===== config.mk =====
export PLATFORM = sky130hd
export DESIGN_NAME = sigi_top
export DESIGN_NICKNAME = d
export VERILOG_FILES = /design/src/sigi_pkg.sv /design/src/sigi_top.sv /design/src/sigi_pulse.sv
export VERILOG_INCLUDE_DIRS = /design/src /design/src/src
export SDC_FILE = /design/constraint.sdc
export NUM_CORES = 1
export LEC_CHECK = 0
export ABC_AREA = 1
export BUFFER_PORTS_ARGS = -buffer_cell sky130_fd_sc_hd__buf_2
export CAP_MARGIN = 20
export CORE_MARGIN = 2
export CORE_UTILIZATION = 45
export CTS_CLUSTER_DIAMETER = 150
export DETAILED_ROUTE_END_ITERATION = 6
export PLACE_DENSITY_LB_ADDON = 0.3
export SYNTH_ARGS = -nofsm -noshare
export SYNTH_HDL_FRONTEND = slang
export SYNTH_SLANG_ARGS = --single-unit

===== constraint.sdc =====
create_clock -name clock -period 2.1 [get_ports clock]
set_input_delay 0.42 -clock clock [delete_from_list [all_inputs] [get_ports clock]]
set_output_delay 0.42 -clock clock [all_outputs]
set_load 0.01 [all_outputs]

===== src/sigi_defs.svh =====
// Constants for the shared IRQ group interrupt block
// Function
// RULE1: IRQ output stays high impedance when idle
// RULE2: Drive low 500 ns, rising edge, release
// RULE3: Host-readable flag marks this card as source
// RULE4: Group port C bit 3 requests interrupt
// RULE5: Port C bit 7 is I/O and enable
// RULE6: Six identical 24-line groups with own logic
// RULE7: Four and eight bit sections select direction
// RULE8: Host acknowledges flag; no repeat until cleared
`ifndef SIGI_DEFS_SVH
`define SIGI_DEFS_SVH

`define SIGI_NUM_GROUPS     6
`define SIGI_LINES_PER_GRP  24
`define SIGI_ADDR_W         5
`define SIGI_DATA_W         8

// Register map: group g at g*4 + section, then card registers
`define SIGI_OFF_PORT_A     2'h0
`define SIGI_OFF_PORT_B     2'h1
`define SIGI_OFF_PORT_C     2'h2
`define SIGI_OFF_DIR        2'h3
`define SIGI_ADDR_STATUS    5'h18
`define SIGI_ADDR_ACK       5'h19

// Direction register bits, 1 selects input
`define SIGI_DIR_A          0
`define SIGI_DIR_B          1
`define SIGI_DIR_CLO        2
`define SIGI_DIR_CHI        3
`define SIGI_DIR_RESET      4'hf

// Port C bits with interrupt duties
`define SIGI_USER_IRQ_BIT   3
`define SIGI_IRQ_EN_BIT     7

// Status register bits
`define SIGI_STAT_LINE      6
`define SIGI_STAT_CARD      7

// Interrupt pulse timing
`define SIGI_CLK_NS         50
`define SIGI_LOW_NS         500
`define SIGI_LOW_CYCLES     ((`SIGI_LOW_NS + `SIGI_CLK_NS - 1) / `SIGI_CLK_NS)

`endif


===== src/sigi_pkg.sv =====
// Types for the shared IRQ group interrupt block
package sigi_pkg;
  typedef enum logic [1:0] {
    SIGI_IDLE,
    SIGI_DRIVE_LOW,
    SIGI_DRIVE_HIGH
  } sigi_pulse_state_t;

  typedef logic [4:0] sigi_addr_t;
  typedef logic [7:0] sigi_data_t;
endpackage


===== src/sigi_top.sv =====
// Six-group digital I/O with shared IRQ line interrupt logic
//
// The address map and strobed register access were left to the implementer.
`timescale 1ns/1ps
`default_nettype none
`include "sigi_defs.svh"
module sigi_top #(
  parameter int NUM_GROUPS = `SIGI_NUM_GROUPS,
  parameter int LOW_CYCLES = `SIGI_LOW_CYCLES
) (
  // Clock and reset
  input  wire logic             clock,
  input  wire logic             rst_n,
  // Register port
  input  wire sigi_pkg::sigi_addr_t addr,
  input  wire sigi_pkg::sigi_data_t wdata,
  input  wire logic             wr,
  input  wire logic             rd,
  output sigi_pkg::sigi_data_t  rdata,
  // I/O lines, 24 per group
  input  wire logic [143:0]     io_in,
  output logic      [143:0]     io_out,
  output logic      [143:0]     io_oe,
  // Shared IRQ line
  input  wire logic             irq_in,
  output logic                  irq_out,
  output logic                  irq_oe
);
  import sigi_pkg::*;

  localparam int LPG = `SIGI_LINES_PER_GRP;

  // Elaboration checks on the parameters
  if (NUM_GROUPS != `SIGI_NUM_GROUPS) begin : g_bad_groups
    $error("sigi_top: NUM_GROUPS must match the six-group map");
  end
  if (LOW_CYCLES < `SIGI_LOW_CYCLES || LOW_CYCLES > 255) begin : g_bad_low
    $error("sigi_top: LOW_CYCLES below minimum or too large");
  end

  // Per-group read data, flags and edge history
  logic [7:0]            rd_grp [NUM_GROUPS];
  logic [NUM_GROUPS-1:0] user_prev_q;
  logic [NUM_GROUPS-1:0] user_now;
  logic [NUM_GROUPS-1:0] event_w;
  logic [NUM_GROUPS-1:0] flag_q;
  logic [NUM_GROUPS-1:0] pend_q;

  // Card-level decode
  wire logic                  hit_ack;
  wire logic                  hit_status;
  wire logic [2:0]            grp_sel;
  wire logic [1:0]            sec_sel;
  wire logic                  pulse_busy;
  wire logic                  pulse_start;
  wire logic [7:0]            status_w;
  wire logic [NUM_GROUPS-1:0] ack_mask;
  wire logic [NUM_GROUPS-1:0] flag_d;
  wire logic [NUM_GROUPS-1:0] pend_d;
  logic      [7:0]            rd_d;

  assign grp_sel    = addr[4:2];
  assign sec_sel    = addr[1:0];
  assign hit_ack    = wr && (addr == `SIGI_ADDR_ACK);
  assign hit_status = (addr == `SIGI_ADDR_STATUS);
  // RULE3: source flags readable by host
  assign status_w   = {|flag_q, irq_in, flag_q};

  // RULE6: identical logic for every group
  genvar g;
  generate
    for (g = 0; g < NUM_GROUPS; g = g + 1) begin : grp
      // Group storage, kept local so each register has one writer
      logic [7:0]          lat_a_q;
      logic [7:0]          lat_b_q;
      logic [7:0]          lat_c_q;
      logic [3:0]          dir_q;
      logic [LPG-1:0]      out_q;
      logic [LPG-1:0]      oe_q;
      wire logic           hit;
      wire logic           wr_a;
      wire logic           wr_b;
      wire logic           wr_c;
      wire logic           wr_dir;
      wire logic [7:0]     pin_a;
      wire logic [7:0]     pin_b;
      wire logic [7:0]     pin_c;
      wire logic [7:0]     in_c;
      wire logic [3:0]     dir;
      wire logic           rise;
      wire logic           armed;
      wire logic [LPG-1:0] oe_d;

      // Section write decode
      assign dir    = dir_q;
      assign hit    = (grp_sel == 3'(g));
      assign wr_a   = wr && hit && (sec_sel == `SIGI_OFF_PORT_A);
      assign wr_b   = wr && hit && (sec_sel == `SIGI_OFF_PORT_B);
      assign wr_c   = wr && hit && (sec_sel == `SIGI_OFF_PORT_C);
      assign wr_dir = wr && hit && (sec_sel == `SIGI_OFF_DIR);

      // RULE7: sections read pin or latch by direction
      assign in_c  = io_in[g*LPG+16 +: 8];
      assign pin_a = dir[`SIGI_DIR_A] ? io_in[g*LPG +: 8] : lat_a_q;
      assign pin_b = dir[`SIGI_DIR_B] ? io_in[g*LPG+8 +: 8] : lat_b_q;
      assign pin_c = {dir[`SIGI_DIR_CHI] ? in_c[7:4] : lat_c_q[7:4],
                      dir[`SIGI_DIR_CLO] ? in_c[3:0] : lat_c_q[3:0]};
      assign rd_grp[g] = (sec_sel == `SIGI_OFF_PORT_A) ? pin_a :
                         (sec_sel == `SIGI_OFF_PORT_B) ? pin_b :
                         (sec_sel == `SIGI_OFF_PORT_C) ? pin_c :
                         {4'h0, dir};

      // RULE4: rising edge on user line requests
      assign user_now[g] = pin_c[`SIGI_USER_IRQ_BIT];
      assign rise        = user_now[g] && !user_prev_q[g];
      // RULE5: bit 7 gates the request; RULE8: held off while flagged
      assign armed       = pin_c[`SIGI_IRQ_EN_BIT] && !flag_q[g];
      assign event_w[g]  = rise && armed;

      // Port A latch
      always_ff @(posedge clock or negedge rst_n) begin
        if (!rst_n) begin
          lat_a_q <= 8'h00;
        end else if (wr_a) begin
          lat_a_q <= wdata;
        end
      end

      // Port B latch
      always_ff @(posedge clock or negedge rst_n) begin
        if (!rst_n) begin
          lat_b_q <= 8'h00;
        end else if (wr_b) begin
          lat_b_q <= wdata;
        end
      end

      // Port C latch, also the enable source when C hi drives
      always_ff @(posedge clock or negedge rst_n) begin
        if (!rst_n) begin
          lat_c_q <= 8'h00;
        end else if (wr_c) begin
          lat_c_q <= wdata;
        end
      end

      // Direction register, all inputs out of reset
      always_ff @(posedge clock or negedge rst_n) begin
        if (!rst_n) begin
          dir_q <= `SIGI_DIR_RESET;
        end else if (wr_dir) begin
          dir_q <= wdata[3:0];
        end
      end

      // RULE7: output enable per section
      assign oe_d = {{4{~dir[`SIGI_DIR_CHI]}}, {4{~dir[`SIGI_DIR_CLO]}},
                     {8{~dir[`SIGI_DIR_B]}}, {8{~dir[`SIGI_DIR_A]}}};

      // Pin drive registers
      always_ff @(posedge clock or negedge rst_n) begin
        if (!rst_n) begin
          out_q <= 24'h000000;
          oe_q  <= 24'h000000;
        end else begin
          out_q <= {lat_c_q, lat_b_q, lat_a_q};
          oe_q  <= oe_d;
        end
      end

      // Registered drive onto this group's slice of the pins
      assign io_out[g*LPG +: LPG] = out_q;
      assign io_oe[g*LPG +: LPG]  = oe_q;
    end
  endgenerate

  assign pulse_start = (|pend_q) && !pulse_busy;

  // RULE8: ack clears, new event wins
  assign ack_mask = hit_ack ? wdata[NUM_GROUPS-1:0] : {NUM_GROUPS{1'b0}};
  assign flag_d   = event_w | (flag_q & ~ack_mask);
  assign pend_d   = event_w | (pulse_start ? {NUM_GROUPS{1'b0}} : pend_q);

  // Flags, pending requests and edge history
  always_ff @(posedge clock or negedge rst_n) begin
    if (!rst_n) begin
      user_prev_q <= '0;
      flag_q      <= '0;
      pend_q      <= '0;
    end else begin
      user_prev_q <= user_now;
      flag_q      <= flag_d;
      pend_q      <= pend_d;
    end
  end

  // Read data select
  always_comb begin
    rd_d = 8'h00;
    if (hit_status) begin
      rd_d = status_w;
    end else if (grp_sel < 3'(NUM_GROUPS)) begin
      rd_d = rd_grp[grp_sel];
    end
  end

  // Read data register
  always_ff @(posedge clock or negedge rst_n) begin
    if (!rst_n) begin
      rdata <= 8'h00;
    end else begin
      rdata <= rd ? rd_d : 8'h00;
    end
  end

  // RULE1: line driven only during the pulse
  sigi_pulse #(
    .LOW_CYCLES (LOW_CYCLES)
  ) u_pulse (
    .clock   (clock),
    .rst_n   (rst_n),
    .start   (pulse_start),
    .busy    (pulse_busy),
    .irq_out (irq_out),
    .irq_oe  (irq_oe)
  );
endmodule
`default_nettype wire


===== src/sigi_pulse.sv =====
// Shared IRQ line pulse shaper
`timescale 1ns/1ps
`default_nettype none
`include "sigi_defs.svh"
module sigi_pulse #(
  parameter int LOW_CYCLES = `SIGI_LOW_CYCLES
) (
  // Clock and reset
  input  wire logic clock,
  input  wire logic rst_n,
  // Request side
  input  wire logic start,
  output logic      busy,
  // Open-drain style IRQ line
  output logic      irq_out,
  output logic      irq_oe
);
  import sigi_pkg::*;

  // Elaboration check on the low-phase count
  if (LOW_CYCLES < 1 || LOW_CYCLES > 255) begin : g_bad_low
    $error("sigi_pulse: LOW_CYCLES out of range");
  end

  sigi_pulse_state_t state_q;
  sigi_pulse_state_t state_d;
  logic [7:0]        cnt_q;
  logic [7:0]        cnt_d;
  logic              out_d;
  logic              oe_d;
  wire logic         low_done;

  assign low_done = (cnt_q == 8'(LOW_CYCLES - 1));
  assign busy     = (state_q != SIGI_IDLE);

  // Next state, count and pin drive
  always_comb begin
    state_d = state_q;
    cnt_d   = 8'h00;
    out_d   = 1'b1;
    oe_d    = 1'b0;
    case (state_q)
      SIGI_IDLE: begin
        if (start) begin
          state_d = SIGI_DRIVE_LOW;
          out_d   = 1'b0;
          oe_d    = 1'b1;
        end
      end
      // RULE2: low for full count
      SIGI_DRIVE_LOW: begin
        out_d = 1'b0;
        oe_d  = 1'b1;
        cnt_d = cnt_q + 8'h01;
        if (low_done) begin
          state_d = SIGI_DRIVE_HIGH;
          out_d   = 1'b1;
        end
      end
      // RULE2: one high cycle, then release
      SIGI_DRIVE_HIGH: begin
        state_d = SIGI_IDLE;
      end
      default: begin
        state_d = SIGI_IDLE;
      end
    endcase
  end

  // State and pin registers
  always_ff @(posedge clock or negedge rst_n) begin
    if (!rst_n) begin
      state_q <= SIGI_IDLE;
      cnt_q   <= 8'h00;
      irq_out <= 1'b1;
      // RULE1: released from reset
      irq_oe  <= 1'b0;
    end else begin
      state_q <= state_d;
      cnt_q   <= cnt_d;
      irq_out <= out_d;
      irq_oe  <= oe_d;
    end
  end
endmodule
`default_nettype wire


== Yosys cells after proc, flatten, opt, wreduce, memory -nomap -nowiden ==
Index checks and enable logic that the tools add are counted.
W data, S select, Z words.

* Shift-type cells: 0
* Equal/unequal tests: 14
* Bitwise logic cells: 29
* Add/sub/neg operators: 1
* Divide/modulo/power cells: 0
* Multipliers: 0
* Reduce and logical (&&, ||, !) cells: 70
* Order comparisons: 2
* Multiplexer cells: 59

{| class="wikitable"
|+ Operators by type and width
! operator !! count
|-
| $mux W8 || 36
|-
| $logic_and A1 B1 Y1 || 50
|-
| $mux W4 || 12
|-
| $bmux W8 S3 || 1
|-
| $not A1 Y1 || 24
|-
| $logic_not A1 Y1 || 13
|-
| $mux W6 || 2
|-
| $or A6 B6 Y6 || 2
|-
| $reduce_or A6 Y1 || 2
|-
| $eq A5 B5 Y1 const B || 2
|-
| $add A8 B1 Y8 const B || 1
|-
| $eq A8 B4 Y1 const B || 1
|-
| $and A6 B6 Y6 || 1
|-
| $eq A3 B2 Y1 const B || 2
|-
| $eq A3 B3 Y1 const B || 2
|-
| $not A6 Y6 || 1
|-
| $eq A2 B1 Y1 const B || 2
|-
| $eq A2 B2 Y1 const B || 2
|-
| $ge A4 B4 Y1 const B || 1
|-
| $logic_not A2 Y1 || 2
|-
| $mux W2 || 2
|-
| $not A3 Y4 || 1
|-
| $pmux W1 S2 || 2
|-
| $pmux W2 S2 || 1
|-
| other kinds (8) || 10
|}

* Memories kept: 0
* Memory bits (read-only): 0
* Input bits: 162
* Bits in writable memories: 0
* Logic and storage cells: 219
* Bits in latches: 0
* Flip-flop bits (word level): 476

== Depth between registers and ports, before layout ==
Gate-level depths: netlist of run 1.

* Depth in word-level cells: 10
* Gate-level depth with buffers: 14

== By module ==
A second synthesis of run 1 with hierarchy kept.

* Cells, all modules: 1726
* Area, all modules: 15781.4 µm²

{| class="wikitable"
|+ Modules (own cells, without submodules)
! module !! area an instance (µm²) !! times used !! seq. area each (µm²) !! cells an instance
|-
| sigi_top || 15203.3 || 1 || 9088.7 || 1660
|-
| sigi_pulse || 578.1 || 1 || 301.5 || 66
|}

== Worst setup path after synthesis of run 1 ==
Ideal clock, no wire load.

* Path kind: flip-flop to flip-flop
* Start point: register grp[2].dir_q[1]
* End point: register rdata[2]
* Period minus slack after synthesis: 1.566 ns
* Data required time: 1.976 ns
* Arrival time: 1.442 ns
* Stages on the path, launching flop included: 15
* Path slack: 0.534 ns
* Buffers on the path: 1
* Path through: dfstp_2 > buf_2 > clkinv_1 > nand2_1 > nand2_1 > nand2_1 > o21ai_0 > inv_1 > nand2_1 > nand2_1 > nand2_1 > nor2_1 > nand2_1 > nand2_1 > a21oi_1

* Longest elaborated chain between the ends: 9

{| class="wikitable"
|+ Ends and longest elaborated chain
! element !! RTL line !! RTL
|-
| from (decl) || sigi_top.sv:77 || <nowiki>logic [3:0] dir_q;</nowiki>
|-
| from (signal assigned) || sigi_top.sv:150 || <nowiki>dir_q <= `SIGI_DIR_RESET;</nowiki>
|-
| from (signal assigned) || sigi_top.sv:152 || <nowiki>dir_q <= wdata[3:0];</nowiki>
|-
| $mux W8 || sigi_top.sv:105 || <nowiki>assign pin_b = dir[`SIGI_DIR_B] ? io_in[g*LPG+8 +: 8] : lat_b_q;</nowiki>
|-
| $mux W8 || sigi_top.sv:109 || <nowiki>(sec_sel == `SIGI_OFF_PORT_B) ? pin_b :</nowiki>
|-
| $mux W8 || sigi_top.sv:108 || <nowiki>assign rd_grp[g] = (sec_sel == `SIGI_OFF_PORT_A) ? pin_a :</nowiki>
|-
| $bmux W8 S3 || sigi_top.sv:203 || <nowiki>rd_d = rd_grp[grp_sel];</nowiki>
|-
| $mux W8 (implied by the code) (2 in a row) || sigi_top.sv:203 ||
|-
| $mux W8 || sigi_top.sv:202 || <nowiki>end else if (grp_sel < 3'(NUM_GROUPS)) begin</nowiki>
|-
| $mux W8 || sigi_top.sv:200 || <nowiki>if (hit_status) begin</nowiki>
|-
| $mux W8 || sigi_top.sv:212 || <nowiki>rdata <= rd ? rd_d : 8'h00;</nowiki>
|-
| to (signal assigned) || sigi_top.sv:212 ||
|-
| to (decl) || sigi_top.sv:19 || <nowiki>output sigi_pkg::sigi_data_t rdata,</nowiki>
|}

Every way passes these cells. The select of a mux whose other input is x is not followed.
A chain may end at the register's enable or synchronous reset.

== Final worst setup path of run 1 ==
* Start point: register grp[1].dir_q[1]
* End point: register rdata[0]

* Longest elaborated chain between the ends: 9

{| class="wikitable"
|+ Ends and longest elaborated chain
! element !! RTL line
|-
| from (decl) || sigi_top.sv:77
|-
| from (signal assigned) || sigi_top.sv:150
|-
| from (signal assigned) || sigi_top.sv:152
|-
| $mux W8 || sigi_top.sv:105
|-
| $mux W8 || sigi_top.sv:109
|-
| $mux W8 || sigi_top.sv:108
|-
| $bmux W8 S3 || sigi_top.sv:203
|-
| $mux W8 (implied by the code) (2 in a row) || sigi_top.sv:203
|-
| $mux W8 || sigi_top.sv:202
|-
| $mux W8 || sigi_top.sv:200
|-
| $mux W8 || sigi_top.sv:212
|}

Every way passes these cells. The select of a mux whose other input is x is not followed.

==> results of run 1 <==
## layout by cell type, fill, tap and decap left out, types with 2 or more instances in the layout
master	synthesis	routed
inv_2	8	8
clkbuf_16	0	41
clkinv_4	1	3
o31ai_1	2	2
buf_2	23	458
nand2_2	17	17
bufinv_16	0	3
nor2_1	137	137
nand2_4	4	4
clkbuf_1	20	11
ha_1	2	2
clkinv_2	1	6
clkbuf_8	0	6
a21oi_1	20	20
o21ai_0	193	193
nor2_4	8	8
nor4_1	2	2
nand3b_1	2	2
clkinv_1	10	9
diode_2	0	4
nand2_1	464	464
o211ai_1	13	13
buf_12	0	6
nand4_1	11	11
nor2_8	3	3
buf_4	131	57
inv_1	54	54
nand3_1	103	103
or2_2	5	5
clkinvlp_4	0	5
a21boi_1	2	2
o22ai_1	2	2
dfstp_2	25	25
o21ai_1	86	86
dfrtp_1	349	349
nor3_1	3	3
## cell type report
type                            count  area (um2)
Fill cell                        3192       15370
Sequential cell                   374        9390
Multi-Input combinational cell   1081        4902
Timing Repair Buffer              523        2865
Clock buffer                       58        1150
Tap cell                          455       569.3
Inverter                           75       294.0
Clock inverter                     14       162.7
Antenna cell                        4       10.01
## stage by stage
step                      setup TNS [ns]  power, W
after detailed placement        -0.05625   0.01440
after CTS                              0   0.02147
final                                  0   0.02141
after global routing                   0   0.02249
after floorplan                        0   0.01245
after global placement          -0.02469   0.01436
## worst max-delay path, cell delays in order (launching register included)
cell and delay [ns]:
dfstp_2 0.56, clkinvlp_4 0.19, nand2_1 0.11, nand2_1 0.05, nand2_1 0.08, o21ai_0 0.09, o21ai_0 0.34, nand2_1 0.08
nor2_1 0.13, nand2_1 0.08, nand2_1 0.07, a21oi_1 0.06
## state kept, by name, indices dropped and copies added, names as in the netlist
| register | count |
|---|---|
| grp.dir | 24 |
| u_pulse.state_q | 2 |
| pend_q | 6 |
| grp.lat_c_q | 48 |
| flag_q | 6 |
| grp.lat_a_q | 48 |
| rdata | 8 |
| u_pulse.irq_out | 1 |
| user_prev_q | 6 |
| grp.out_q | 144 |
| grp.lat_b_q | 48 |
| u_pulse.cnt_q | 8 |
| u_pulse.irq_oe | 1 |
| grp.oe_q | 24 |
## worst min path at each step
stage,slack (ns),to,startpoint,cells after the start
after floorplan,0.12,flag_q[0],rst_n,0
after global placement,0.33,grp[0].out_q[21],rst_n,1
after detailed placement,0.33,grp[0].out_q[21],rst_n,1
after CTS,0.18,user_prev_q[0],io_in[19],3
after global routing,0.20,user_prev_q[0],io_in[19],3
final,0.20,user_prev_q[0],io_in[19],3
## logic make-up after synthesis
group	after synthesis
AOI/OAI and AO/OA	319
adders and majority gates	2
buffers and inverters	262
and+or+nand+nor	760
DFF	374
## power by group through the flow
stage | clock network (W) | registers [W] | logic (W)
6_report | 0.00706 | 0.00975 | 0.00460
5_1_grt | 0.00746 | 0.00991 | 0.00511
4_1_cts | 0.00714 | 0.00975 | 0.00458
3_5_place_dp | 0 | 0.00984 | 0.00456
3_3_place_gp | 0 | 0.00984 | 0.00452
2_1_floorplan | 0 | 0.00980 | 0.00264
## routing by layer
| metal | wire length, um | share of wire, % | vias up |
|---|---|---|---|
| li1 | - | - | 6202 |
| met1 | 22900 | 41 | 6525 |
| met2 | 25600 | 46 | 764 |
| met3 | 5097 | 9.2 | 126 |
| met4 | 1999 | 3.6 | 4 |
| met5 | 25 | 0.045 | - |
## timing repair
| item | 4_1_cts | 5_1_grt |
|---|---|---|
| endpoints found under the setup margin | 0 | 2 |
| endpoints found under the hold margin | 20 | 0 |
| setup buffers | 0 | 4 |
| hold buffers | 1 | 0 |
| resized for setup | 0 | 1 |
==> report_table.html, run 1 <==
<table>
<tr><th>Metric</th><th>Value</th></tr>
<tr><th colspan="2">Status</th></tr>
<tr><td>Status</td><td>finished, final reports clean</td></tr>
<tr><th colspan="2">Synthesis</th></tr>
<tr><td>Multiplexer share of the synthesized area</td><td>0%</td></tr>
<tr><td>Sequential element share of the synthesized area</td><td>59.05%</td></tr>
<tr><td>Post-Synth Adder-Cell Area</td><td>0.1574%</td></tr>
<tr><td>Cell Area, Synth</td><td>15900 um2</td></tr>
<tr><td>Xor-xnor portion of the synthesized cell area</td><td>0%</td></tr>
<tr><td>Area share of the leading cell type in the synthesized netlist</td><td>54.92%</td></tr>
<tr><td>Fraction of registers with async set or reset after synthesis</td><td>100.0%</td></tr>
<tr><td>Post-synthesis cell type count</td><td>34</td></tr>
<tr><td>Count leader, synth</td><td>nand2_1</td></tr>
<tr><td>Prevailing post-synth register cell</td><td>dfrtp_1</td></tr>
<tr><td>Compound-gate portion of the synthesized area</td><td>10.35%</td></tr>
<tr><td>Simple logic cell fraction of the synthesized area</td><td>20.32%</td></tr>
<tr><td>Net count after synthesis</td><td>1881</td></tr>
<tr><td>Total number of yosys warnings</td><td>0</td></tr>
<tr><td>Dominant combinational cell family by area after synthesis</td><td>simple AND/OR/NAND/NOR gates</td></tr>
<tr><td>Synth top cells by count</td><td>464 x nand2_1, 349 x dfrtp_1, 193 x o21ai_0, 137 x nor2_1, 131 x buf_4</td></tr>
<tr><td>Number of enable flip-flop cells after synthesis</td><td>0</td></tr>
<tr><td>Register bit total from synthesis</td><td>374</td></tr>
<tr><td>Mean instance size in the synthesized netlist</td><td>9.262 um2</td></tr>
<tr><td>Synth area leaders</td><td>dfrtp_1 55%, nand2_1 11%, buf_4 6.2%</td></tr>
<tr><td>Synth Instances</td><td>1717</td></tr>
<tr><td>Post-synth top area cell</td><td>dfrtp_1</td></tr>
<tr><th colspan="2">STA</th></tr>
<tr><td>Number of endpoints with negative hold slack in the final report</td><td>0</td></tr>
<tr><td>Headroom to the max-slew limit</td><td>60.61%</td></tr>
<tr><td>Count of endpoints failing setup in the final report</td><td>0</td></tr>
<tr><td>Max-slew violation count</td><td>0</td></tr>
<tr><td>Hold slack final</td><td>0.2029 ns</td></tr>
<tr><td>Worst clock skew</td><td>0.01736 ns</td></tr>
<tr><td>Crit share post-route</td><td>92.70%</td></tr>
<tr><td>Max Clock Freq</td><td>0.5137 GHz</td></tr>
<tr><td>Tightest Pin Transition</td><td>0.5855 ns</td></tr>
<tr><td>PnR worst setup slack</td><td>0.1533 ns</td></tr>
<tr><td>Post-layout minimum cycle time</td><td>1.947 ns</td></tr>
<tr><td>Setup repair after global routing missed its margin</td><td>no</td></tr>
<tr><th colspan="2">Power</th></tr>
<tr><td>Switching portion of total power</td><td>31.85%</td></tr>
<tr><td>Power density over the cells</td><td>1107 nW/um2</td></tr>
<tr><td>Reported leakage power</td><td>9.854 nW</td></tr>
<tr><td>Proportion of power drawn by the clock network</td><td>33.0%</td></tr>
<tr><td>Fraction of power consumed by sequential logic</td><td>45.5%</td></tr>
<tr><td>Internal power component</td><td>0.01459 W</td></tr>
<tr><td>Maximum vdd ir drop</td><td>0.5961 mV</td></tr>
<tr><td>Combinational cell fraction of total power</td><td>21.5%</td></tr>
<tr><td>Switching power</td><td>0.006821 W</td></tr>
<tr><th colspan="2">Place</th></tr>
<tr><td>Count of buffers inserted at the top-level ports</td><td>459</td></tr>
<tr><td>Worst Setup Slack post-DPL</td><td>-0.05625 ns</td></tr>
<tr><td>Placement-stage cell area</td><td>17980 um2</td></tr>
<tr><td>Routability congestion estimate</td><td>0.9820</td></tr>
<tr><td>Total half-perimeter wirelength after legalization and detailed placement</td><td>40840 um</td></tr>
<tr><td>Placed cells</td><td>2503</td></tr>
<tr><th colspan="2">Routing</th></tr>
<tr><td>Avg WL per Cell</td><td>21.52 um</td></tr>
<tr><td>Number of DRC violations after detailed routing</td><td>0</td></tr>
<tr><td>Routed WL</td><td>55620 um</td></tr>
<tr><td>Iter 0 DRT Violations</td><td>1181</td></tr>
<tr><td>Post-route antenna net violation count</td><td>0</td></tr>
<tr><td>Via-to-Cell Ratio</td><td>5.271</td></tr>
<tr><td>Via count</td><td>13620</td></tr>
<tr><td>DR pass1 iterations</td><td>6</td></tr>
<tr><th colspan="2">Global routing</th></tr>
<tr><td>Met1 track demand over resource in global routing</td><td>41.64%</td></tr>
<tr><td>Total congestion overflow after global routing</td><td>0</td></tr>
<tr><td>Layer with the highest usage</td><td>met2</td></tr>
<tr><td>Total GRT Usage</td><td>30.24%</td></tr>
<tr><td>Global-route wire length before repair</td><td>81530 um</td></tr>
<tr><td>Via count of the first global-routing pass</td><td>13100</td></tr>
<tr><td>Global-route track usage on met3</td><td>5.701%</td></tr>
<tr><td>Met2 global-route usage</td><td>47.50%</td></tr>
<tr><td>Initial antenna violation count</td><td>6</td></tr>
<tr><td>Largest net degree at the start of global routing</td><td>82</td></tr>
<tr><th colspan="2">Clock network</th></tr>
<tr><td>Total number of H-tree levels</td><td>2</td></tr>
<tr><td>CTS buffer count</td><td>40</td></tr>
<tr><td>Clock-pin slew on the worst setup and hold paths</td><td>0.06 ns</td></tr>
<tr><td>Clock latency at the later pin of the worst-skew pair</td><td>0.54 ns</td></tr>
<tr><td>Sinks on Clock Net</td><td>374</td></tr>
<tr><td>Root buffer cell</td><td>clkbuf_16</td></tr>
<tr><td>CTS tree</td><td>done</td></tr>
<tr><td>Maximum buffer depth of the clock tree</td><td>3</td></tr>
<tr><th colspan="2">Setup path</th></tr>
<tr><td>Worst R2R Path Depth</td><td>11</td></tr>
<tr><td>WS Path Type</td><td>reg -&gt; reg</td></tr>
<tr><td>Crit path capture</td><td>rdata[0]</td></tr>
<tr><td>Critical path launch point type</td><td>register</td></tr>
<tr><td>Worst Path Max Fanout</td><td>8</td></tr>
<tr><td>Launching instance or port of the critical path</td><td>grp[1].dir[1]</td></tr>
<tr><td>Crit path capture type</td><td>register</td></tr>
<tr><td>Data arrival time at the worst-slack endpoint</td><td>2.37 ns</td></tr>
<tr><td>Start of the worst register-to-register path</td><td>grp[1].dir[1]</td></tr>
<tr><td>Required time of the worst setup path</td><td>2.52 ns</td></tr>
<tr><td>Endpoint of the worst register-to-register path</td><td>rdata[0]</td></tr>
<tr><td>Reg2reg setup slack</td><td>0.15 ns</td></tr>
<tr><th colspan="2">Die</th></tr>
<tr><td>Row Count</td><td>68</td></tr>
<tr><td>Count of boundary I/O pins</td><td>460</td></tr>
<tr><td>DIE WIDTH</td><td>192.0 um</td></tr>
<tr><td>Effective utilization at floorplan</td><td>45.81%</td></tr>
<tr><td>Core area</td><td>34710 um2</td></tr>
<tr><td>Area enclosed by the die boundary</td><td>36860 um2</td></tr>
<tr><td>Chip height</td><td>192.0 um</td></tr>
<tr><th colspan="2">Min path</th></tr>
<tr><td>Worst hold path type</td><td>in -&gt; reg</td></tr>
<tr><th colspan="2">Cells and area</th></tr>
<tr><td>Finished layout cell area</td><td>19340 um2</td></tr>
<tr><td>Share of final-layout standard cells stronger than drive strength 1</td><td>30.96%</td></tr>
<tr><td>Nets</td><td>2259</td></tr>
<tr><td>Final core utilization</td><td>55.72%</td></tr>
<tr><td>Area delta synth-&gt;final</td><td>21.64%</td></tr>
<tr><td>Non-filler instance count after layout</td><td>2584</td></tr>
<tr><th colspan="2">Job</th></tr>
<tr><td>Max Cap Violations</td><td>0</td></tr>
</table>
Note: power is estimated with default switching activity, not from simulation.
==> inputs of run 2 (changes only) <==
--- a/config.mk
+++ b/config.mk
@@ -13,7 +13,7 @@
 export CORE_UTILIZATION = 45
 export CTS_CLUSTER_DIAMETER = 150
 export DETAILED_ROUTE_END_ITERATION = 6
-export PLACE_DENSITY_LB_ADDON = 0.3
+export PLACE_DENSITY = 0.79
 export SYNTH_ARGS = -nofsm -noshare
 export SYNTH_HDL_FRONTEND = slang
 export SYNTH_SLANG_ARGS = --single-unit
==> report_table.html, run 2 (synthesis results as in run 1) <==
<table>
<tr><th>Metric</th><th>Value</th></tr>
<tr><th colspan="2">Clock network</th></tr>
<tr><td>Maximum buffer depth of the clock tree</td><td>3 (unchanged)</td></tr>
<tr><td>CTS tree</td><td>done</td></tr>
<tr><td>Sinks on Clock Net</td><td>374 (unchanged)</td></tr>
<tr><td>Clock latency at the later pin of the worst-skew pair</td><td>0.54 ns (about the same)</td></tr>
<tr><td>Total number of H-tree levels</td><td>2 (unchanged)</td></tr>
<tr><td>Root buffer cell</td><td>clkbuf_16</td></tr>
<tr><td>Clock-pin slew on the worst setup and hold paths</td><td>0.06 ns (about the same)</td></tr>
<tr><td>CTS buffer count</td><td>39 (-2.5%)</td></tr>
<tr><th colspan="2">Cells and area</th></tr>
<tr><td>Largest register by flop count</td><td>grp.out_q</td></tr>
<tr><td>Register area</td><td>9394 um2 (about the same)</td></tr>
<tr><td>Filler cells</td><td>3104 (-2.8%)</td></tr>
<tr><td>Nets</td><td>2260 (+0.044%)</td></tr>
<tr><td>Most used cells in the layout excluding fill and tap cells</td><td>464 x nand2_1, 458 x buf_2, 349 x dfrtp_1</td></tr>
<tr><td>Share of final-layout standard cells stronger than drive strength 1</td><td>31.23% (+0.27 points)</td></tr>
<tr><td>Area delta synth-&gt;final</td><td>22.82%</td></tr>
<tr><td>Area of combinational cells with multiple inputs</td><td>4902 um2 (unchanged)</td></tr>
<tr><td>Leading cell type in the layout, fill and taps excluded</td><td>nand2_1</td></tr>
<tr><td>Max FFs per register</td><td>144 (unchanged)</td></tr>
<tr><td>Non-filler instance count after layout</td><td>2583 (-0.039%)</td></tr>
<tr><th colspan="2">STA</th></tr>
<tr><td>Setup repair after global routing missed its margin</td><td>no</td></tr>
<tr><td>Final-layout setup total negative slack</td><td>0 ns (unchanged)</td></tr>
<tr><td>Count of endpoints failing setup in the final report</td><td>0 (unchanged)</td></tr>
<tr><td>Max Clock Freq</td><td>0.4989 GHz (-2.9%)</td></tr>
<tr><td>Worst clock skew</td><td>0.02123 ns (+0.003870 ns)</td></tr>
<tr><td>Max-slew violation count</td><td>0 (unchanged)</td></tr>
<tr><td>Number of endpoints with negative hold slack in the final report</td><td>0 (unchanged)</td></tr>
<tr><td>Post-layout minimum cycle time</td><td>2.004 ns (+0.05772 ns)</td></tr>
<tr><td>Tightest Pin Transition</td><td>0.5919 ns (+0.006442 ns)</td></tr>
<tr><td>Crit share post-route</td><td>95.45% (+2.7 points)</td></tr>
<tr><td>Headroom to the max-slew limit</td><td>60.12% (-0.49 points)</td></tr>
<tr><th colspan="2">Setup path</th></tr>
<tr><td>Critical path launch point type</td><td>register</td></tr>
<tr><td>Worst Path Max Fanout</td><td>9 (+1)</td></tr>
<tr><td>Required time of the worst setup path</td><td>2.49 ns (-0.03 ns)</td></tr>
<tr><td>WS Path Type</td><td>reg -&gt; reg</td></tr>
<tr><td>Crit path capture type</td><td>register</td></tr>
<tr><td>Data arrival time at the worst-slack endpoint</td><td>2.40 ns (+0.03 ns)</td></tr>
<tr><th colspan="2">Min path</th></tr>
<tr><td>Worst hold path type</td><td>in -&gt; reg</td></tr>
<tr><th colspan="2">Routing</th></tr>
<tr><td>Avg WL per Cell</td><td>22.24 um (+3.3%)</td></tr>
<tr><td>Via count</td><td>14080 (+3.4%)</td></tr>
<tr><td>Number of DRC violations after detailed routing</td><td>10 (+10)</td></tr>
<tr><td>Iter 0 DRT Violations</td><td>1472 (+25%)</td></tr>
<tr><td>Via-to-Cell Ratio</td><td>5.451 (+3.4%)</td></tr>
<tr><td>Routed WL</td><td>57450 um (+3.3%)</td></tr>
<tr><td>Post-route antenna net violation count</td><td>0 (unchanged)</td></tr>
<tr><td>DR pass1 iterations</td><td>7 (+1)</td></tr>
<tr><th colspan="2">Global routing</th></tr>
<tr><td>Total congestion overflow after global routing</td><td>0 (unchanged)</td></tr>
<tr><td>Met2 global-route usage</td><td>49.39% (+1.9 points)</td></tr>
<tr><td>Global-route wire length before repair</td><td>82980 um (+1.8%)</td></tr>
<tr><td>Global-route track usage on met3</td><td>6.541% (+0.84 points)</td></tr>
<tr><td>Layer with the highest usage</td><td>met2</td></tr>
<tr><td>Met1 track demand over resource in global routing</td><td>41.08% (-0.57 points)</td></tr>
<tr><td>Largest net degree at the start of global routing</td><td>74 (-9.8%)</td></tr>
<tr><td>Via count of the first global-routing pass</td><td>13420 (+2.4%)</td></tr>
<tr><td>Total GRT Usage</td><td>30.70% (+0.46 points)</td></tr>
<tr><td>Initial antenna violation count</td><td>3 (-3)</td></tr>
<tr><th colspan="2">Power</th></tr>
<tr><td>Maximum vdd ir drop</td><td>0.6691 mV (+12%)</td></tr>
<tr><td>Total power after layout</td><td>0.02224 W (+3.9%)</td></tr>
<tr><td>Reported leakage power</td><td>9.947 nW (+0.94%)</td></tr>
<tr><td>Power density over the cells</td><td>1139 nW/um2 (+2.9%)</td></tr>
<tr><th colspan="2">Place</th></tr>
<tr><td>Placed cells</td><td>2506 (+0.12%)</td></tr>
<tr><td>Routability congestion estimate</td><td>0.9779 (-0.42%)</td></tr>
<tr><td>Total half-perimeter wirelength after legalization and detailed placement</td><td>42540 um (+4.2%)</td></tr>
<tr><td>Count of buffers inserted at the top-level ports</td><td>459 (unchanged)</td></tr>
<tr><th colspan="2">Die</th></tr>
<tr><td>Area enclosed by the die boundary</td><td>36860 um2 (unchanged)</td></tr>
<tr><td>DIE WIDTH</td><td>192.0 um (unchanged)</td></tr>
<tr><td>Row Count</td><td>68 (unchanged)</td></tr>
<tr><td>Core area</td><td>34710 um2 (unchanged)</td></tr>
<tr><td>Count of boundary I/O pins</td><td>460 (unchanged)</td></tr>
<tr><td>Chip height</td><td>192.0 um (unchanged)</td></tr>
<tr><td>Effective utilization at floorplan</td><td>45.81% (unchanged)</td></tr>
<tr><th colspan="2">Status</th></tr>
<tr><td>Status</td><td>finished with violations</td></tr>
<tr><td>Violated checks</td><td>design-rule violations</td></tr>
<tr><th colspan="2">Job</th></tr>
<tr><td>Max Cap Violations</td><td>0 (unchanged)</td></tr>
</table>
-- run 2: cell types whose count changed in the layout (fill, tap and decap cells not counted), sizes merged --
cell      previous run  this run
clkbuf              58        47
bufinv               3        10
clkinv              18        21
buf                522       524
diode                4         2
clkinvlp             5         4
inv                 63        64
-- run 2: timing repair --
item / in CTS / in global routing
pin swaps: 0 / 1
resized for setup: 1 / 2
hold endpoints to repair: 33 / 0
buffers inserted: 0 / 3
hold buffers: 1 / 0
endpoints found under the setup margin: 1 / 2
-- run 2: area by class of cell --
| class | instances | share of cell area [%] |
|---|---|---|
| timing repair buffer | 525 | 14.94 |
| clock inverter | 24 | 2.024 |
| inverter | 75 | 1.486 |
| tap | 455 | 2.915 |
| multi-input combinational | 1081 | 25.10 |
| sequential | 374 | 48.09 |
| clock buffer | 47 | 5.419 |
| antenna | 2 | 0.02562 |
-- run 2: path summary, 6_finish.rpt --
path	start	to	slack [ns]	depth (start not counted)
max	grp[4].dir[1]	rdata[7]	0.1	7
min	io_in[19]	user_prev_q[0]	0.23	3
max reg2reg	grp[4].dir[1]	rdata[7]	0.1	7
min reg2reg	grp[1].lat_a_q[2]	grp[1].out_q[2]	0.40	0
max in group asynchronous	rst_n	grp[2].oe_q[19]	0.89	3
min in group asynchronous	rst_n	grp[5].out_q[21]	0.42	2
-- run 2: power by group --
part	leakage, nW	switching [W]	total (W)	internal (W)
sequential	4.71	0.00111	0.00979	0.00867
clock	0.701	0.00294	0.00780	0.00485
combinational	4.53	0.00293	0.00466	0.00173
total	9.95	0.00699	0.0222	0.0153
-- run 2: critical path, cell delays in order, from the launching register on --
cell	delay, ns
dfstp_2	0.53
clkinv_1	0.31
o21ai_0	0.49
o211ai_1	0.15
nand3_1	0.10
nand3_1	0.12
nand2_1	0.10
a21oi_1	0.05
-- run 2: metrics by stage --
| step | utilization (%) | area, um2 | setup WS, ns | hold WS [ns] |
|---|---|---|---|---|
| 3_3_place_gp | 51.96 | 18040 | 0.02720 | 0.3813 |
| 6_report | 56.27 | 19530 | 0.09558 | 0.2251 |
| 4_1_cts | 56.19 | 19510 | 0.05043 | 0.2066 |
| 2_1_floorplan | - | 15900 | 0.5339 | 0.1244 |
| 5_1_grt | 56.27 | 19530 | 0.007970 | 0.2259 |
| 3_5_place_dp | 51.96 | 18040 | 0.01251 | 0.3855 |
-- run 2: layer usage --
metal | wire length (um) | vias to the layer above
met2 | 26490 | 918
met5 | 11 | -
met3 | 5857 | 168
li1 | - | 6219
met1 | 22550 | 6773
met4 | 2542 | 2
==> inputs of run 3 (changes only) <==
==> constraint.sdc (replaced) <==
create_clock -name clock -period 2.1 [get_ports clock]
set_input_delay 0.105 -clock clock [delete_from_list [all_inputs] [get_ports clock]]
set_output_delay 0.105 -clock clock [all_outputs]
set_load 0.01 [all_outputs]
==> report_table.html, run 3 (synthesis results as in run 1) <==
<table>
<tr><th>Metric</th><th>Value</th></tr>
<tr><th colspan="2">Status</th></tr>
<tr><td>Status</td><td>finished, final reports clean</td></tr>
<tr><th colspan="2">Setup path</th></tr>
<tr><td>Cell family with most CP delay</td><td>flip-flops</td></tr>
<tr><td>Critical-path cell with the highest stage delay</td><td>dfstp_4</td></tr>
<tr><td>Worst Path Max Fanout</td><td>13 (+4)</td></tr>
<tr><td>Critical path launch point type</td><td>register</td></tr>
<tr><td>Number of gates on the worst path with buffers counted</td><td>9 (+2)</td></tr>
<tr><td>Cell with the most instances on the worst path</td><td>nor2_1</td></tr>
<tr><td>Worst R2R Path Depth</td><td>9 (+2)</td></tr>
<tr><td>Data arrival time at the worst-slack endpoint</td><td>2.46 ns (+0.06 ns)</td></tr>
<tr><td>Longest individual stage delay on the worst path</td><td>0.71 ns (+0.18 ns)</td></tr>
<tr><td>WS Path Type</td><td>reg -&gt; reg</td></tr>
<tr><td>Critical Path, Cell by Cell</td><td>inv_1 &gt; nor2_1 &gt; nor2_1 &gt; o21ai_0 &gt; o211ai_1 &gt; o21ai_1 &gt; nor2_1 &gt; nor2_1 &gt; nor2_1</td></tr>
<tr><td>Count of buffering cells on the critical path with inverters included</td><td>1 (unchanged)</td></tr>
<tr><td>Required time of the worst setup path</td><td>2.52 ns (+0.03 ns)</td></tr>
<tr><td>Crit path capture type</td><td>register</td></tr>
<tr><th colspan="2">Place</th></tr>
<tr><td>Placed cells</td><td>2485 (-0.84%)</td></tr>
<tr><td>Routability congestion estimate</td><td>0.9781 (about the same)</td></tr>
<tr><td>Worst Setup Slack post-DPL</td><td>0.09521 ns (+0.08270 ns)</td></tr>
<tr><td>Total half-perimeter wirelength after legalization and detailed placement</td><td>41400 um (-2.7%)</td></tr>
<tr><td>Count of buffers inserted at the top-level ports</td><td>459 (unchanged)</td></tr>
<tr><th colspan="2">Cells and area</th></tr>
<tr><td>Share of final-layout standard cells stronger than drive strength 1</td><td>30.60% (-0.63 points)</td></tr>
<tr><td>Most used cells in the layout excluding fill and tap cells</td><td>463 x nand2_1, 458 x buf_2, 349 x dfrtp_1</td></tr>
<tr><td>Largest register by flop count</td><td>grp.out_q</td></tr>
<tr><td>Area delta synth-&gt;final</td><td>21.75%</td></tr>
<tr><td>Nets</td><td>2245 (-0.66%)</td></tr>
<tr><td>Non-filler instance count after layout</td><td>2572 (-0.43%)</td></tr>
<tr><td>Max FFs per register</td><td>144 (unchanged)</td></tr>
<tr><td>Leading cell type in the layout, fill and taps excluded</td><td>nand2_1</td></tr>
<tr><td>Final core utilization</td><td>55.78% (-0.49 points)</td></tr>
<tr><th colspan="2">Min path</th></tr>
<tr><td>Number of cells on the worst hold path</td><td>5 (+2)</td></tr>
<tr><td>Worst hold path type</td><td>in -&gt; reg</td></tr>
<tr><th colspan="2">STA</th></tr>
<tr><td>Post-layout minimum cycle time</td><td>2.040 ns (+0.03577 ns)</td></tr>
<tr><td>Number of endpoints with negative hold slack in the final report</td><td>0 (unchanged)</td></tr>
<tr><td>Setup repair after global routing missed its margin</td><td>no</td></tr>
<tr><td>Headroom to the max-slew limit</td><td>67.19% (+7.1 points)</td></tr>
<tr><td>Crit share post-route</td><td>97.15% (+1.7 points)</td></tr>
<tr><td>Final-layout setup total negative slack</td><td>0 ns (unchanged)</td></tr>
<tr><td>PnR worst setup slack</td><td>0.05981 ns (-0.03577 ns)</td></tr>
<tr><td>Worst clock skew</td><td>0.02257 ns (+0.001340 ns)</td></tr>
<tr><td>Max-slew violation count</td><td>0 (unchanged)</td></tr>
<tr><td>Max Clock Freq</td><td>0.4902 GHz (-1.8%)</td></tr>
<tr><td>Tightest Pin Transition</td><td>0.4870 ns (-0.1049 ns)</td></tr>
<tr><td>Count of endpoints failing setup in the final report</td><td>0 (unchanged)</td></tr>
<tr><th colspan="2">Clock network</th></tr>
<tr><td>Number of setup buffers added after CTS</td><td>0 (unchanged)</td></tr>
<tr><td>Maximum buffer depth of the clock tree</td><td>3 (unchanged)</td></tr>
<tr><td>Sinks on Clock Net</td><td>374 (unchanged)</td></tr>
<tr><td>CTS tree</td><td>done</td></tr>
<tr><td>Clock latency at the later pin of the worst-skew pair</td><td>0.54 ns (about the same)</td></tr>
<tr><td>Clock-pin slew on the worst setup and hold paths</td><td>0.06 ns (about the same)</td></tr>
<tr><td>Total number of H-tree levels</td><td>2 (unchanged)</td></tr>
<tr><td>Root buffer cell</td><td>clkbuf_16</td></tr>
<tr><td>CTS buffer count</td><td>39 (unchanged)</td></tr>
<tr><th colspan="2">Global routing</th></tr>
<tr><td>Via count of the first global-routing pass</td><td>13440 (+0.11%)</td></tr>
<tr><td>Global-route wire length before repair</td><td>81970 um (-1.2%)</td></tr>
<tr><td>Largest net degree at the start of global routing</td><td>70 (-5.4%)</td></tr>
<tr><td>Initial antenna violation count</td><td>9 (+6)</td></tr>
<tr><td>Total GRT Usage</td><td>30.29% (-0.41 points)</td></tr>
<tr><td>Total congestion overflow after global routing</td><td>0 (unchanged)</td></tr>
<tr><th colspan="2">Power</th></tr>
<tr><td>Total power after layout</td><td>0.02157 W (-3.0%)</td></tr>
<tr><td>Reported leakage power</td><td>9.821 nW (-1.3%)</td></tr>
<tr><td>Maximum vdd ir drop</td><td>0.5773 mV (-14%)</td></tr>
<tr><td>Power density over the cells</td><td>1114 nW/um2 (-2.2%)</td></tr>
<tr><th colspan="2">Die</th></tr>
<tr><td>DIE WIDTH</td><td>192.0 um (unchanged)</td></tr>
<tr><td>Core area</td><td>34710 um2 (unchanged)</td></tr>
<tr><td>Count of boundary I/O pins</td><td>460 (unchanged)</td></tr>
<tr><td>Chip height</td><td>192.0 um (unchanged)</td></tr>
<tr><td>Area enclosed by the die boundary</td><td>36860 um2 (unchanged)</td></tr>
<tr><td>Row Count</td><td>68 (unchanged)</td></tr>
<tr><td>Effective utilization at floorplan</td><td>45.81% (unchanged)</td></tr>
<tr><th colspan="2">Routing</th></tr>
<tr><td>Number of DRC violations after detailed routing</td><td>0 (-10)</td></tr>
<tr><td>Via count</td><td>13860 (-1.6%)</td></tr>
<tr><td>Iter 0 DRT Violations</td><td>1269 (-14%)</td></tr>
<tr><td>DR pass1 iterations</td><td>5 (-2)</td></tr>
<tr><td>Post-route antenna net violation count</td><td>0 (unchanged)</td></tr>
<tr><td>Routed WL</td><td>56310 um (-2.0%)</td></tr>
<tr><td>Avg WL per Cell</td><td>21.90 um (-1.6%)</td></tr>
<tr><td>Via-to-Cell Ratio</td><td>5.388 (-1.2%)</td></tr>
<tr><th colspan="2">Job</th></tr>
<tr><td>Max Cap Violations</td><td>0 (unchanged)</td></tr>
</table>
## run 3: cell count changes in the layout (fill, tap and decap cells not counted), moves of 4 or more
cell,delta
buf_4,-22
dlygate4sd3_1,+9
bufinv_16,-6
clkinvlp_4,+4
clkbuf_8,+8
diode_2,+4
## run 3: final timing paths
kind                                         from                to  slack, ns
min in group asynchronous                   rst_n  grp[1].out_q[18]       0.12
worst min-delay path                   io_in[143]         flag_q[5]       0.04
worst max-delay path                grp[3].dir[0]          rdata[3]       0.06
max in group asynchronous                   rst_n     grp[3].dir[1]       1.18
worst min register to register  grp[1].lat_c_q[6]  grp[1].out_q[22]       0.40
worst max register to register      grp[3].dir[0]          rdata[3]       0.06
## run 3: power breakdown
group	total [W]	leakage [nW]	switching [W]	internal, W
logic	0.00448	4.44	0.00279	0.00168
registers	0.00984	4.71	0.00117	0.00868
clock network	0.00725	0.664	0.00287	0.00439
total	0.0216	9.82	0.00683	0.0147
## run 3: final cells by class
cell class | instances | area [um2]
fill | 3085 | 15350
tap | 455 | 569.3
sequential | 374 | 9394
antenna | 6 | 15.01
inverter | 75 | 301.5
clock buffer | 54 | 1165
clock inverter | 17 | 205.2
timing repair buffer | 510 | 2803
multi-input combinational | 1081 | 4910
## run 3: metal layers
metal  up-vias  global-route usage, %  part of all wire [%]
met5         -                      0                 0.059
met4         6                  13.09                   4.1
met3       147                  6.925                   9.8
met2       838                  48.46                    46
met1      6667                  39.70                    40
li1       6199                      -                     -
## run 3: what timing repair did
item,CTS,global route
endpoints found under the setup margin,0,5
gates resized for setup,0,11
hold buffers,10,0
endpoints found under the hold margin,185,0
## run 3: worst register-to-register path: cells and delay by family, from the launching register on
family | cells | cell delay, ns
buffers and inverters | 1 | 0.15
AO/OA/AOI/OAI | 3 | 0.51
AND/OR/NAND/NOR | 5 | 0.56
flip-flops | 1 | 0.71
## run 3: stage by stage
step / cell area, um2 / hold WS (ns)
floorplan: 15900 / -0.1906
global placement: 17850 / 0.08716
detailed placement: 17850 / 0.08533
CTS: 19320 / 0.03128
global route: 19360 / 0.05853
finish: 19360 / 0.03524
